File: config.mk
export PLATFORM = sky130hd
export DESIGN_NAME = cis_sequencer
export DESIGN_NICKNAME = d
export VERILOG_FILES = /design/src/cis_pkg.sv /design/src/cis_sequencer.sv
export SDC_FILE = /design/constraint.sdc
export NUM_CORES = 1
export LEC_CHECK = 0
export ABC_CLOCK_PERIOD_IN_PS = 19000
export BUFFER_PORTS_ARGS = -buffer_cell sky130_fd_sc_hd__clkbuf_2
export CELL_PAD_IN_SITES_DETAIL_PLACEMENT = 2
export CELL_PAD_IN_SITES_GLOBAL_PLACEMENT = 2
export CORE_MARGIN = 4
export CORE_UTILIZATION = 31
export CTS_CLUSTER_DIAMETER = 200
export DETAILED_ROUTE_END_ITERATION = 12
export HOLD_SLACK_MARGIN = 0.12
export PLACE_DENSITY_LB_ADDON = 0.08
export SLEW_MARGIN = 10
export SYNTH_ARGS = -nofsm -noshare
export SYNTH_HDL_FRONTEND = slang
export SYNTH_SLANG_ARGS = --single-unit
File: constraint.sdc
create_clock -name clk -period 19 [get_ports clk]
set_clock_uncertainty 0.05 [all_clocks]
set_input_delay 5.7 -clock clk [delete_from_list [all_inputs] [get_ports clk]]
set_output_delay 5.7 -clock clk [all_outputs]
set_load 0.01 [all_outputs]
File: src/cis_pkg.sv
// constants and types shared by the interrupt sequencer
`default_nettype none
package cis_pkg;
  // sources: three external pins sit at indices 0..2
  localparam int NSRC = 8;
  localparam int NEXT = 3;
  localparam int PW   = 3;
  localparam int PCW  = 24;
  localparam int CNTW = 15;
  localparam int FRW  = 1 + 8 + PCW;  // priority msb, status low byte, pc
  // timed mask figures
  localparam logic [CNTW-1:0] CNT_MAX = 15'h4000;  // 16384 instruction cycles
  localparam logic [PW-1:0]   LVL_TOP = 3'h7;
  // register byte offsets
  localparam logic [7:0] A_FLAGS = 8'h00;
  localparam logic [7:0] A_ENAB  = 8'h04;
  localparam logic [7:0] A_PRIO  = 8'h08;
  localparam logic [7:0] A_CTL1  = 8'h0c;
  localparam logic [7:0] A_CTL2  = 8'h10;
  localparam logic [7:0] A_SR    = 8'h14;
  localparam logic [7:0] A_CORE  = 8'h18;
  localparam logic [7:0] A_CNT   = 8'h1c;
  localparam logic [7:0] A_VEC   = 8'h20;
  // field positions
  localparam int NEST_BIT = 15;
  localparam int TMS_BIT  = 14;
  localparam int MSB_BIT  = 3;
  localparam int IPL_LO   = 5;
  localparam int VEC_LO   = 8;
  localparam int VPR_LO   = 4;
  // reset values
  localparam logic [7:0]        SRL_RST = 8'h00;
  localparam logic [NSRC*PW-1:0] PRIO_RST = 24'h000000;
  // bus answers
  localparam logic [1:0] RESP_OKAY   = 2'h0;
  localparam logic [1:0] RESP_SLVERR = 2'h2;
  // sequencer states
  typedef enum logic [3:0] {
    S_IDLE = 4'h0,
    S_EN1  = 4'h1,
    S_EN2  = 4'h2,
    S_EN3  = 4'h3,
    S_EN4  = 4'h4,
    S_RT1  = 4'h5,
    S_RT2  = 4'h6,
    S_RT3  = 4'h7,
    S_RT4  = 4'h8
  } cis_state_t;
endpackage
`default_nettype wire

File: src/cis_sequencer.sv
// interrupt sequencer: request sampling, priority, entry/return, timed mask
//
// The AXI4-Lite interface to the registers and the register offsets were decided locally.
`default_nettype none
// Operation
// RULE1: timed mask hides levels 1-6 only
// RULE2: countdown decrements per cycle, mask while nonzero
// RULE3: software may clear or extend countdown
// RULE4: software write cannot start masking
// RULE5: control two bit 14 shows masking
// RULE6: sample flags and enables every cycle
// RULE7: running instruction always completes first
// RULE8: present only when priority exceeds cpu level
// RULE9: push pc, status low byte, priority msb
// RULE10: load request priority after stacking
// RULE11: return pops pc, msb, status byte
// RULE12: nesting default; nesting off forces level 7
// RULE13: nesting off: priority only breaks ties
// RULE14: cpu priority field read-only when nesting off
// RULE15: flagged enabled source wakes sleeping core
// RULE16: priority zero sources never wake
// RULE17: three pins with selectable edge polarity
// RULE18: pin zero edge also triggers converter
// RULE19: entry takes four cycles in fixed order
// RULE20: two-cycle instruction finishes in first entry cycles
// RULE21: return: two pops, fetch no-op, resume
// RULE22: stalled instruction adds one entry cycle
// RULE23: priority msb above field; msb set masks all
// RULE24: hardware sets flags, only software clears
module cis_sequencer
  import cis_pkg::*;
(
  // clock, reset, enable
  input  wire logic              clk,
  input  wire logic              rst,
  input  wire logic              ce,
  // request sources
  input  wire logic [NEXT-1:0]      ext_pins,
  input  wire logic [NSRC-NEXT-1:0] periph_req,
  output logic                      conv_trigger,
  // core side
  input  wire logic [PCW-1:0]    pc_in,
  input  wire logic              instr_stall,
  input  wire logic              timed_mask_op,
  input  wire logic [CNTW-1:0]   timed_mask_count,
  input  wire logic              return_op,
  input  wire logic [FRW-1:0]    pop_frame,
  output logic                   irq_present,
  output logic                   core_nop,
  output logic                   push_valid,
  output logic [FRW-1:0]         push_frame,
  output logic                   vector_load,
  output logic [PW-1:0]          vector_num,
  output logic                   handler_load,
  output logic                   pop_req,
  output logic [3:0]             cpu_level,
  output logic                   timed_mask_active,
  output logic                   wake,
  // axi4-lite slave
  input  wire logic              awvalid,
  output logic                   awready,
  input  wire logic [7:0]        awaddr,
  input  wire logic              wvalid,
  output logic                   wready,
  input  wire logic [31:0]       wdata,
  input  wire logic [3:0]        wstrb,
  output logic                   bvalid,
  input  wire logic              bready,
  output logic [1:0]             bresp,
  input  wire logic              arvalid,
  output logic                   arready,
  input  wire logic [7:0]        araddr,
  output logic                   rvalid,
  input  wire logic              rready,
  output logic [31:0]            rdata,
  output logic [1:0]             rresp
);

  typedef struct packed {
    cis_state_t          st;
    logic [NSRC-1:0]     flags;
    logic [NSRC-1:0]     en;
    logic [NSRC*PW-1:0]  prio;
    logic                nest_off;
    logic [NEXT-1:0]     pol;
    logic [7:0]          status_low_byte;
    logic                msb;
    logic [CNTW-1:0]     cnt;
    logic [NEXT-1:0]     pin_q;
    logic                trig;
    logic [PW-1:0]       vec;
    logic [PW-1:0]       vprio;
    logic [FRW-1:0]      frame;
    logic                aw_ok;
    logic [7:0]          aw_a;
    logic                w_ok;
    logic [31:0]         w_d;
    logic [3:0]          w_s;
    logic                bv;
    logic [1:0]          br;
    logic                rv;
    logic [31:0]         rd;
    logic [1:0]          rr;
  } cis_reg_t;

  cis_reg_t st;
  cis_reg_t next_st;

  // register read decode, shared by the read path and byte-merge on writes
  function automatic logic [32:0] cis_rd(input cis_reg_t s, input logic [7:0] a);
    logic [31:0] r;
    logic        ok;
    r  = '0;
    ok = 1'b1;
    if (a == A_FLAGS) begin
      r[NSRC-1:0] = s.flags;
    end else if (a == A_ENAB) begin
      r[NSRC-1:0] = s.en;
    end else if (a == A_PRIO) begin
      r[NSRC*PW-1:0] = s.prio;
    end else if (a == A_CTL1) begin
      r[NEST_BIT] = s.nest_off;
    end else if (a == A_CTL2) begin
      r[TMS_BIT] = (s.cnt != '0);  // [RULE5]
      r[NEXT-1:0] = s.pol;
    end else if (a == A_SR) begin
      r[7:0] = s.status_low_byte;
    end else if (a == A_CORE) begin
      r[MSB_BIT] = s.msb;
    end else if (a == A_CNT) begin
      r[CNTW-1:0] = s.cnt;  // [RULE3]
    end else if (a == A_VEC) begin
      r[VEC_LO +: PW] = s.vec;
      r[VPR_LO +: PW] = s.vprio;
      r[3:0] = s.st;
    end else begin
      ok = 1'b0;
    end
    return {ok, r};
  endfunction

  // byte lanes selected by write strobes
  function automatic logic [31:0] cis_mask(input logic [3:0] s);
    return {{8{s[3]}}, {8{s[2]}}, {8{s[1]}}, {8{s[0]}}};
  endfunction

  // highest priority pending source; lower index wins ties, level 0 never counts
  function automatic logic [2*PW-1:0] cis_pick(input logic [NSRC-1:0] rq,
                                               input logic [NSRC*PW-1:0] pr);
    logic [PW-1:0] bi;
    logic [PW-1:0] bp;
    bi = '0;
    bp = '0;
    for (int i = 0; i < NSRC; i++) begin
      if (rq[i] && pr[i*PW +: PW] > bp) begin  // [RULE13] [RULE16]
        bp = pr[i*PW +: PW];
        bi = PW'(i);
      end
    end
    return {bi, bp};
  endfunction

  logic [NEXT-1:0] ext_edge;
  logic [NSRC-1:0] nonzero;

  // edge detect against the previous sampled pin level
  genvar g;
  generate
    for (g = 0; g < NEXT; g++) begin : g_ext
      assign ext_edge[g] = st.pol[g] ? (st.pin_q[g] & ~ext_pins[g])
                                     : (~st.pin_q[g] & ext_pins[g]);  // [RULE17]
    end
    for (g = 0; g < NSRC; g++) begin : g_nz
      assign nonzero[g] = (st.prio[g*PW +: PW] != '0);
    end
  endgenerate

  logic [NSRC-1:0] pend;
  logic [PW-1:0]   best_i;
  logic [PW-1:0]   best_p;
  logic            req_ok;
  logic            tm_on;

  // flags gated by enables form requests each cycle
  assign pend = st.flags & st.en;  // [RULE6]
  assign {best_i, best_p} = cis_pick(pend, st.prio);
  assign tm_on = (st.cnt != '0);
  // msb set masks every user level; the timed mask spares level 7 only
  assign req_ok = (best_p != '0) && !st.msb && (best_p > st.status_low_byte[7:5])  // [RULE8] [RULE23]
                  && !(tm_on && best_p < LVL_TOP);  // [RULE1]

  assign irq_present = req_ok && (st.st == S_IDLE);
  assign wake = |(pend & nonzero);  // [RULE15] [RULE16]
  assign core_nop = (st.st == S_EN2) || (st.st == S_EN4) || (st.st == S_RT3);
  assign push_valid = (st.st == S_EN3);
  assign vector_load = (st.st == S_EN3);
  assign handler_load = (st.st == S_EN4);
  assign pop_req = (st.st == S_RT1) || (st.st == S_RT2);
  assign push_frame = st.frame;
  assign vector_num = st.vec;
  assign cpu_level = {st.msb, st.status_low_byte[7:5]};
  assign timed_mask_active = tm_on;
  assign conv_trigger = st.trig;
  // bus handshakes; the whole block, bus included, freezes while ce is low
  assign awready = ce && !st.aw_ok && !st.bv;
  assign wready = ce && !st.w_ok && !st.bv;
  assign arready = ce && !st.rv;
  assign bvalid = st.bv;
  assign bresp = st.br;
  assign rvalid = st.rv;
  assign rdata = st.rd;
  assign rresp = st.rr;

  logic [32:0] rd_w;
  logic [32:0] rd_r;
  logic [31:0] wm;
  logic [31:0] wv;
  logic        wr_go;

  // write merge: unstrobed lanes keep their old contents
  assign wr_go = st.aw_ok && st.w_ok && !st.bv;
  assign rd_w = cis_rd(st, st.aw_a);
  assign rd_r = cis_rd(st, araddr);
  assign wm = cis_mask(st.w_s);
  assign wv = (rd_w[31:0] & ~wm) | (st.w_d & wm);

  // next state of the whole block
  always_comb begin
    next_st = st;
    if (ce) begin
      // hardware set wins over a software clear in the same cycle
      next_st.flags = st.flags | {periph_req, ext_edge};  // [RULE24]
      next_st.pin_q = ext_pins;
      next_st.trig = ext_edge[0];  // [RULE18]
      if (st.cnt != '0) begin
        next_st.cnt = st.cnt - CNTW'(1);  // [RULE2]
      end
      // axi address and data taken in either order
      if (awvalid && awready) begin
        next_st.aw_ok = 1'b1;
        next_st.aw_a = awaddr;
      end
      if (wvalid && wready) begin
        next_st.w_ok = 1'b1;
        next_st.w_d = wdata;
        next_st.w_s = wstrb;
      end
      if (st.bv && bready) begin
        next_st.bv = 1'b0;
      end
      if (wr_go) begin
        next_st.aw_ok = 1'b0;
        next_st.w_ok = 1'b0;
        next_st.bv = 1'b1;
        next_st.br = rd_w[32] ? RESP_OKAY : RESP_SLVERR;
        if (st.aw_a == A_FLAGS) begin
          next_st.flags = (st.flags & ~(st.w_d[NSRC-1:0] & wm[NSRC-1:0]))
                          | {periph_req, ext_edge};  // [RULE24]
        end else if (st.aw_a == A_ENAB) begin
          next_st.en = wv[NSRC-1:0];
        end else if (st.aw_a == A_PRIO) begin
          next_st.prio = wv[NSRC*PW-1:0];
        end else if (st.aw_a == A_CTL1) begin
          next_st.nest_off = wv[NEST_BIT];
        end else if (st.aw_a == A_CTL2) begin
          next_st.pol = wv[NEXT-1:0];
        end else if (st.aw_a == A_SR) begin
          next_st.status_low_byte[4:0] = wv[4:0];
          if (!st.nest_off) begin
            next_st.status_low_byte[7:5] = wv[7:5];  // [RULE14]
          end
        end else if (st.aw_a == A_CNT) begin
          // only an active count may be cleared or extended
          if (st.cnt != '0) begin
            next_st.cnt = wv[CNTW-1:0];  // [RULE3] [RULE4]
          end
        end
      end
      if (st.rv && rready) begin
        next_st.rv = 1'b0;
      end
      if (arvalid && arready) begin
        next_st.rv = 1'b1;
        next_st.rd = rd_r[31:0];
        next_st.rr = rd_r[32] ? RESP_OKAY : RESP_SLVERR;
      end
      // the instruction alone starts a masked period; it overrides software
      if (timed_mask_op) begin
        next_st.cnt = (timed_mask_count > CNT_MAX) ? CNT_MAX : timed_mask_count;  // [RULE1]
      end
      // entry and return sequencing
      case (st.st)
        S_IDLE: begin
          if (return_op) begin
            next_st.st = S_RT1;
          end else if (req_ok) begin
            next_st.st = S_EN1;
            next_st.vec = best_i;
            next_st.vprio = best_p;
          end
        end
        S_EN1: begin
          // current instruction completes here; each cycle of instr_stall holds S_EN1 one cycle more
          if (!instr_stall) begin
            next_st.st = S_EN2;  // [RULE7] [RULE20] [RULE22]
          end
        end
        S_EN2: begin
          next_st.frame = {st.msb, st.status_low_byte, pc_in};  // [RULE9] [RULE19]
          next_st.st = S_EN3;
        end
        S_EN3: begin
          // stacking done; raise level, or to 7 when nesting is off
          next_st.status_low_byte[7:5] = st.nest_off ? LVL_TOP : st.vprio;  // [RULE10] [RULE12]
          next_st.st = S_EN4;  // [RULE19]
        end
        S_EN4: begin
          next_st.st = S_IDLE;  // [RULE19]
        end
        S_RT1: begin
          next_st.st = S_RT2;  // [RULE21]
        end
        S_RT2: begin
          next_st.msb = pop_frame[FRW-1];  // [RULE11]
          next_st.status_low_byte = pop_frame[FRW-2 -: 8];
          next_st.st = S_RT3;
        end
        S_RT3: begin
          next_st.st = S_RT4;  // [RULE21]
        end
        S_RT4: begin
          next_st.st = S_IDLE;
        end
        default: begin
          next_st.st = S_IDLE;
        end
      endcase
    end
  end

  // single state register
  always_ff @(posedge clk) begin
    if (rst) begin
      st <= '0;
      st.st <= S_IDLE;
      st.status_low_byte <= SRL_RST;
      st.prio <= PRIO_RST;
    end else begin
      st <= next_st;
    end
  end
endmodule
`default_nettype wire

After elaboration in Yosys (flattened, before gate mapping) --
Cells that the tools add are included.
Word-level totals: memory bits (read-only) 0, input port bits 143, output and inout bits 90, logic and storage cells 311, latch bits 0, memory bits (writable) 0, bits in registers 191, memories 0
Operators by class: shift operators 0, $mul 0, eq/ne operators 36, bitwise operators 28, div/mod/pow operators 0, muxes and demuxes 136, order comparisons 11, reductions and logical operators 74, $add $sub $neg 1
Operator list (number):
- two-way mux 15 bit | 14
- two-way mux 7 bit | 20
- two-way mux 16 bit | 6
- two-way mux 8 bit | 12
- two-way mux 3 bit | 26
- == test 8 x 5 -> 1 bit, second input constant | 8
- two-way mux 11 bit | 5
- two-way mux 52 bit | 1
- AND 24 bit | 2
- two-way mux 44 bit | 1
- two-way mux 37 bit | 1
- two-way mux 36 bit | 1
- two-way mux 1 bit | 35
- two-way mux 35 bit | 1
- nonzero test 3 bit | 11
- AND 8 bit | 4
- == test 8 x 4 -> 1 bit, second input constant | 4
- one-hot mux 4 bit (7 select lines) | 1
- logical AND 1 bit | 25
- greater-than comparator 3 bit | 8
- two-way mux 24 bit | 1
- NOT 24 bit | 1
- bitwise OR 24 bit | 1
- two-way mux 4 bit | 5
- 36 further kinds | 92

Depth between registers and ports, before layout --
depth in word-level cells 31, depth in mapped cells 52, mapped depth without buffers 52

Worst setup path after synthesis --
OpenSTA, ideal clock, no wires.
path kind register to output, start point register st[187] in the netlist's numbering, end point output irq_present, setup slack 2747 ps, stages on the path, launching flop included 52, arrival 10503 ps, required time 13250 ps, path buffers 0, cells stage by stage dfxtp_1 -> nand3_1 -> ha_1 -> nor2b_1 -> o311a_4 -> nand2_1 -> mux2_2 -> ha_1 -> or3_1 -> o31ai_1 -> o31ai_1 -> mux2_2 -> ha_1 -> nor2_1 -> and2_1 -> a41oi_1 -> a211o_1 -> a21oi_1 -> (+16 left out) -> a31oi_1 -> nand3_1 -> and3_1 -> nand2_1 -> and2_1 -> ha_1 -> nand2_1 -> a21oi_1 -> nor3_1 -> mux2i_4 -> mux2i_1 -> ha_1 -> inv_1 -> a21o_1 -> a21oi_1 -> a311oi_1 -> o21ai_1 -> nor2_1
Between the ends: cells in the longest elaborated chain, start to end 29, elaborated cells between the ends (all ways) 33, classes of those cells order compare: 9; mux: 8; bitwise: 1; reduce/logical: 15
Ends and longest elaborated chain:
- start, declared | line cis_sequencer.sv:106 | cis_reg_t st;
- start signal, assigned | line cis_sequencer.sv:349 | st <= next_st;
- AND 8 bit (*) | line cis_sequencer.sv:185 | assign pend = st.flags & st.en;
- logical AND 1 bit (*) | line cis_sequencer.sv:155 | if (rq[i] && pr[i*PW +: PW] > bp) begin
- two-way mux 3 bit (*) | line cis_sequencer.sv:155
- greater-than comparator 3 bit | line cis_sequencer.sv:155
- logical AND 1 bit | line cis_sequencer.sv:155
- two-way mux 3 bit (*) | line cis_sequencer.sv:155
- greater-than comparator 3 bit | line cis_sequencer.sv:155
- logical AND 1 bit | line cis_sequencer.sv:155
- (+13 left out)
- greater-than comparator 3 bit | line cis_sequencer.sv:155
- logical AND 1 bit | line cis_sequencer.sv:155
- two-way mux 3 bit (*) | line cis_sequencer.sv:155
- < comparator 3 bit or nonzero test 3 bit (tied branches) | line cis_sequencer.sv:190, cis_sequencer.sv:189
- logical AND 1 bit, on equally long branches | line cis_sequencer.sv:190, cis_sequencer.sv:189
- zero test 1 bit or logical AND 1 bit (tied branches) | line cis_sequencer.sv:190, cis_sequencer.sv:189
- logical AND 1 bit (*) | line cis_sequencer.sv:190 | && !(tm_on && best_p < LVL_TOP);
- logical AND 1 bit (*) | line cis_sequencer.sv:192 | assign irq_present = req_ok && (st.st == S_IDLE);
- end, declared | line cis_sequencer.sv:48 | output logic irq_present,
Every way passes the cells marked *; elsewhere a longest branch is shown, timed or not.

Worst setup path in the final report --
start point register st[187] in the netlist's numbering, end point output irq_present
Between the ends: cells in the longest elaborated chain, start to end 29, elaborated cells between the ends (all ways) 33, classes of those cells order compare: 9; mux: 8; bitwise: 1; reduce/logical: 15
Ends and longest elaborated chain:
- AND 8 bit (*) | line cis_sequencer.sv:185
- logical AND 1 bit (*) | line cis_sequencer.sv:155
- two-way mux 3 bit (*) | line cis_sequencer.sv:155
- greater-than comparator 3 bit | line cis_sequencer.sv:155
- logical AND 1 bit | line cis_sequencer.sv:155
- two-way mux 3 bit (*) | line cis_sequencer.sv:155
- greater-than comparator 3 bit | line cis_sequencer.sv:155
- logical AND 1 bit | line cis_sequencer.sv:155
- (+14 left out)
- logical AND 1 bit | line cis_sequencer.sv:155
- two-way mux 3 bit (*) | line cis_sequencer.sv:155
- net best_p[2] | line cis_sequencer.sv:180 | logic [PW-1:0] best_p;
- < comparator 3 bit or nonzero test 3 bit (tied branches) | line cis_sequencer.sv:190, cis_sequencer.sv:189
- logical AND 1 bit, on equally long branches | line cis_sequencer.sv:190, cis_sequencer.sv:189
- zero test 1 bit or logical AND 1 bit (tied branches) | line cis_sequencer.sv:190, cis_sequencer.sv:189
- logical AND 1 bit (*) | line cis_sequencer.sv:190
- logical AND 1 bit (*) | line cis_sequencer.sv:192
Mark *: on every way through the listed nets, which the timed path passes. The rest lies on a longest branch.

==> out/metrics.csv <==
metric,value,unit
Synth area leaders,"dfxtp_1 (35%), nand2_1 (10%), a21oi_1 (7.7%)",
VDD IR max,0.0644,mV
CTS Buf Count,17,
Final setup viols,0,
TritonRoute pass-1 iters,7,
antenna cells,0,
Worst slew margin,0.223,
first-pass GRT wire length,64700,um
Setup crit start kind,flop,
kind of critical path,reg2out,
outcome,finished clean,
Yosys top cell by area,dfxtp_1,
Post-Synth Adder-Cell Area,0.0181,
pin count of the biggest net entering global routing,99,
"setup slack, reg-to-reg",6330,ps
DR vias,10400,
post-synthesis compound-gate area fraction,0.242,
Site Rows,66,
PwrDens,77.2,mW/mm^2
async set-reset flop share out of synthesis,0,
fmax,54.7,MHz
Yosys cell types,76,
DRC,0,
DR WL met2,19600,um
gpl congestion,0.889,
register bit total from synthesis,180,
post-layout worst setup margin,709,ps
Via density,5.48,
crit share post-route,0.963,
Clock Sinks,180,
cell area after synthesis,0.0103,mm^2
arrival time of the worst setup path,12540,ps
highest routed layer,met4,
post-synthesis cell count,1373,
vias in the first global route,10900,
largest stage delay on the critical path,480,ps
I/O Buffers,189,
clk_lat worst skew,460,ps
Initial DRC Count,760,
Final HPWL DP,32100,um
GR Overflow Total,0,
Metal-1 WL,19900,um
Non-Filler Instances,1901,
Post-DP Area,0.0110,mm^2
"Slowest-stage cell, CP",dfxtp_1,
"most used cell, CP",ha_1,
Synth top cells by count,"nand2_1 (273), dfxtp_1 (180), a21oi_1 (158)",
Starting Density,0.314,
Clock Path Buffers,2,
sequential element share of the synthesized area,0.351,
post-synthesis simple-gate area fraction,0.240,
Core Footprint,0.0326,mm^2
Total GRT Usage,0.230,
hold path endpoint,st[60]$_SDFFE_PP0P_,
Pleak,4.50,nW
Worst Hold Path Cells,2,
yosys warns,0,
Final Cell Area,0.0117,mm^2
R2R Path End,st[196]$_SDFFE_PP0P_,
Placed Cells incl. Taps,1867,
cells on worst reg2reg path,47,
met3 WL post-DR,1800,um
initial antenna violation count,0,
P&R area growth vs syn,13.9,%
Final Hold Fails,0,
pins over their slew limit,0,
fillcell total,3893,
"CTS clk-pin slew, worst paths",70,ps
io pins,233,
CP required,13250,ps
share of the synthesized area in the top cell type,0.351,
die width,190,um
Detail Route Antenna Nets,0,
Final #Nets,1603,
clk root buf,clkbuf_16,
crit end category,output port,
post-route minimum period,18290,ps
Post-synth EDFFs,0,
"count leader, synth",nand2_1,
crit path max fanout,8,
worst hold slack,408,ps
Die ar.,0.0361,mm^2
"worst slack, placed",858,ps
drt wl/cell,22.1,um
post-synthesis mux area share,0.0423,
Mean Syn Cell Area,7.47,um^2
share of cells above drive strength 1,0.186,
Total Wirelength,42000,um
Final Power,0.902,mW
die height,190,um
MaxCap Viol Count,0,
Slew @ Worst Pin,1160,ps
H-tree levels,4,
"Top FF cell, synth",dfxtp_1,
Worst R2R Start,st[187]$_SDFFE_PP0P_,
largest family of logic cells by synthesized area,compound AO/OA/AOI/OAI gates,
Synth Area in XOR/XNOR,0.00939,
CTS tree,built,
worst hold path type,reg2reg,
hold_sp,st[60]$_SDFFE_PP0P_,
report_power, final:
group	leakage, nW	switching [mW]	total (mW)	internal [mW]
registers	1.46	0.0218	0.412	0.390
logic	2.74	0.0733	0.115	0.0419
clock network	0.300	0.162	0.375	0.213
total	4.50	0.257	0.902	0.645
per-stage QoR:
step | TNS, ps | utilization
floorplan | 0 | -
global placement | 0 | 0.338
detailed placement | 0 | 0.338
CTS | 0 | 0.357
global route | -30.0 | 0.358
finish | 0 | 0.358
worst max path at each step:
stage	slack (ps)	cells after the start	endpoint	from
global placement	1170	49	irq_present	st[187]$_SDFFE_PP0P_
detailed placement	860	52	irq_present	st[187]$_SDFFE_PP0P_
floorplan	2750	51	irq_present	st[187]$_SDFFE_PP0P_
global route	-30	50	irq_present	st[187]$_SDFFE_PP0P_
finish	710	47	irq_present	st[187]$_SDFFE_PP0P_
CTS	250	52	irq_present	st[187]$_SDFFE_PP0P_
cell type report:
class | count | area [um^2] | area share
clock buffers | 23 | 498 | 0.0426
clock inverters | 9 | 116 | 0.00996
inverters | 28 | 105 | 0.00900
multi-input cells | 1015 | 5740 | 0.491
flip-flops and latches | 180 | 3600 | 0.308
well taps | 442 | 553 | 0.0473
repair buffers | 204 | 1060 | 0.0912
per-layer routing:
| layer | track usage | vias up |
|---|---|---|
| li1 | - | 4928 |
| met1 | 0.318 | 5192 |
| met2 | 0.377 | 252 |
| met3 | 0.0323 | 41 |
| met4 | 0.0618 | 0 |
| met5 | 0 | - |
cells by family after synthesis:
logic type,Yosys count
flip-flops,180
multiplexers,41
adder cells (fa/ha/maj),15
AO/OA/AOI/OAI,374
AND/OR/NAND/NOR,564
buffers and inverters,187
XOR/XNOR,11
other,1
repair_timing:
item,CTS,global route
hold buffers,0,0
setup endpoints to repair,0,1
buffers inserted,0,2
gates resized for setup,0,4
sequential cells by signal, indices dropped and copies added (netlist names), named ones only:
signal / flops
rdata: 24
rresp: 1
vector_num: 3
st: 109
bresp: 1
cpu_level: 4
push_frame: 33
rvalid: 1
conv_trigger: 1
bvalid: 1
critical path, delay by kind of cell, from the launching register on:
family	cells	cell delay (ps)
mux	6	2160
buf+inv	2	250
fa+ha+maj	8	2420
flops	1	480
simple gates	13	1980
compound gates	18	4790
cell usage in the layout, fill, tap and decap left out, types with 8 or more instances in the layout:
cell / instances
nand2b_1: 13
nor3_1: 31
a31oi_1: 16
buf_4: 15
mux2i_1: 31
nand2_1: 273
mux2_2: 9
and3_1: 9
a222oi_1: 17
clkbuf_16: 17
a22oi_1: 33
and2_1: 9
dfxtp_1: 180
inv_1: 28
clkbuf_2: 188
o21ai_0: 39
nor4_1: 8
a311oi_1: 9
a21oi_1: 158
ha_1: 14
xnor2_1: 8
nor2_1: 139
conb_1: 10
nand3_1: 37
a211oi_1: 33
Note: power is estimated with default switching activity, not from simulation.
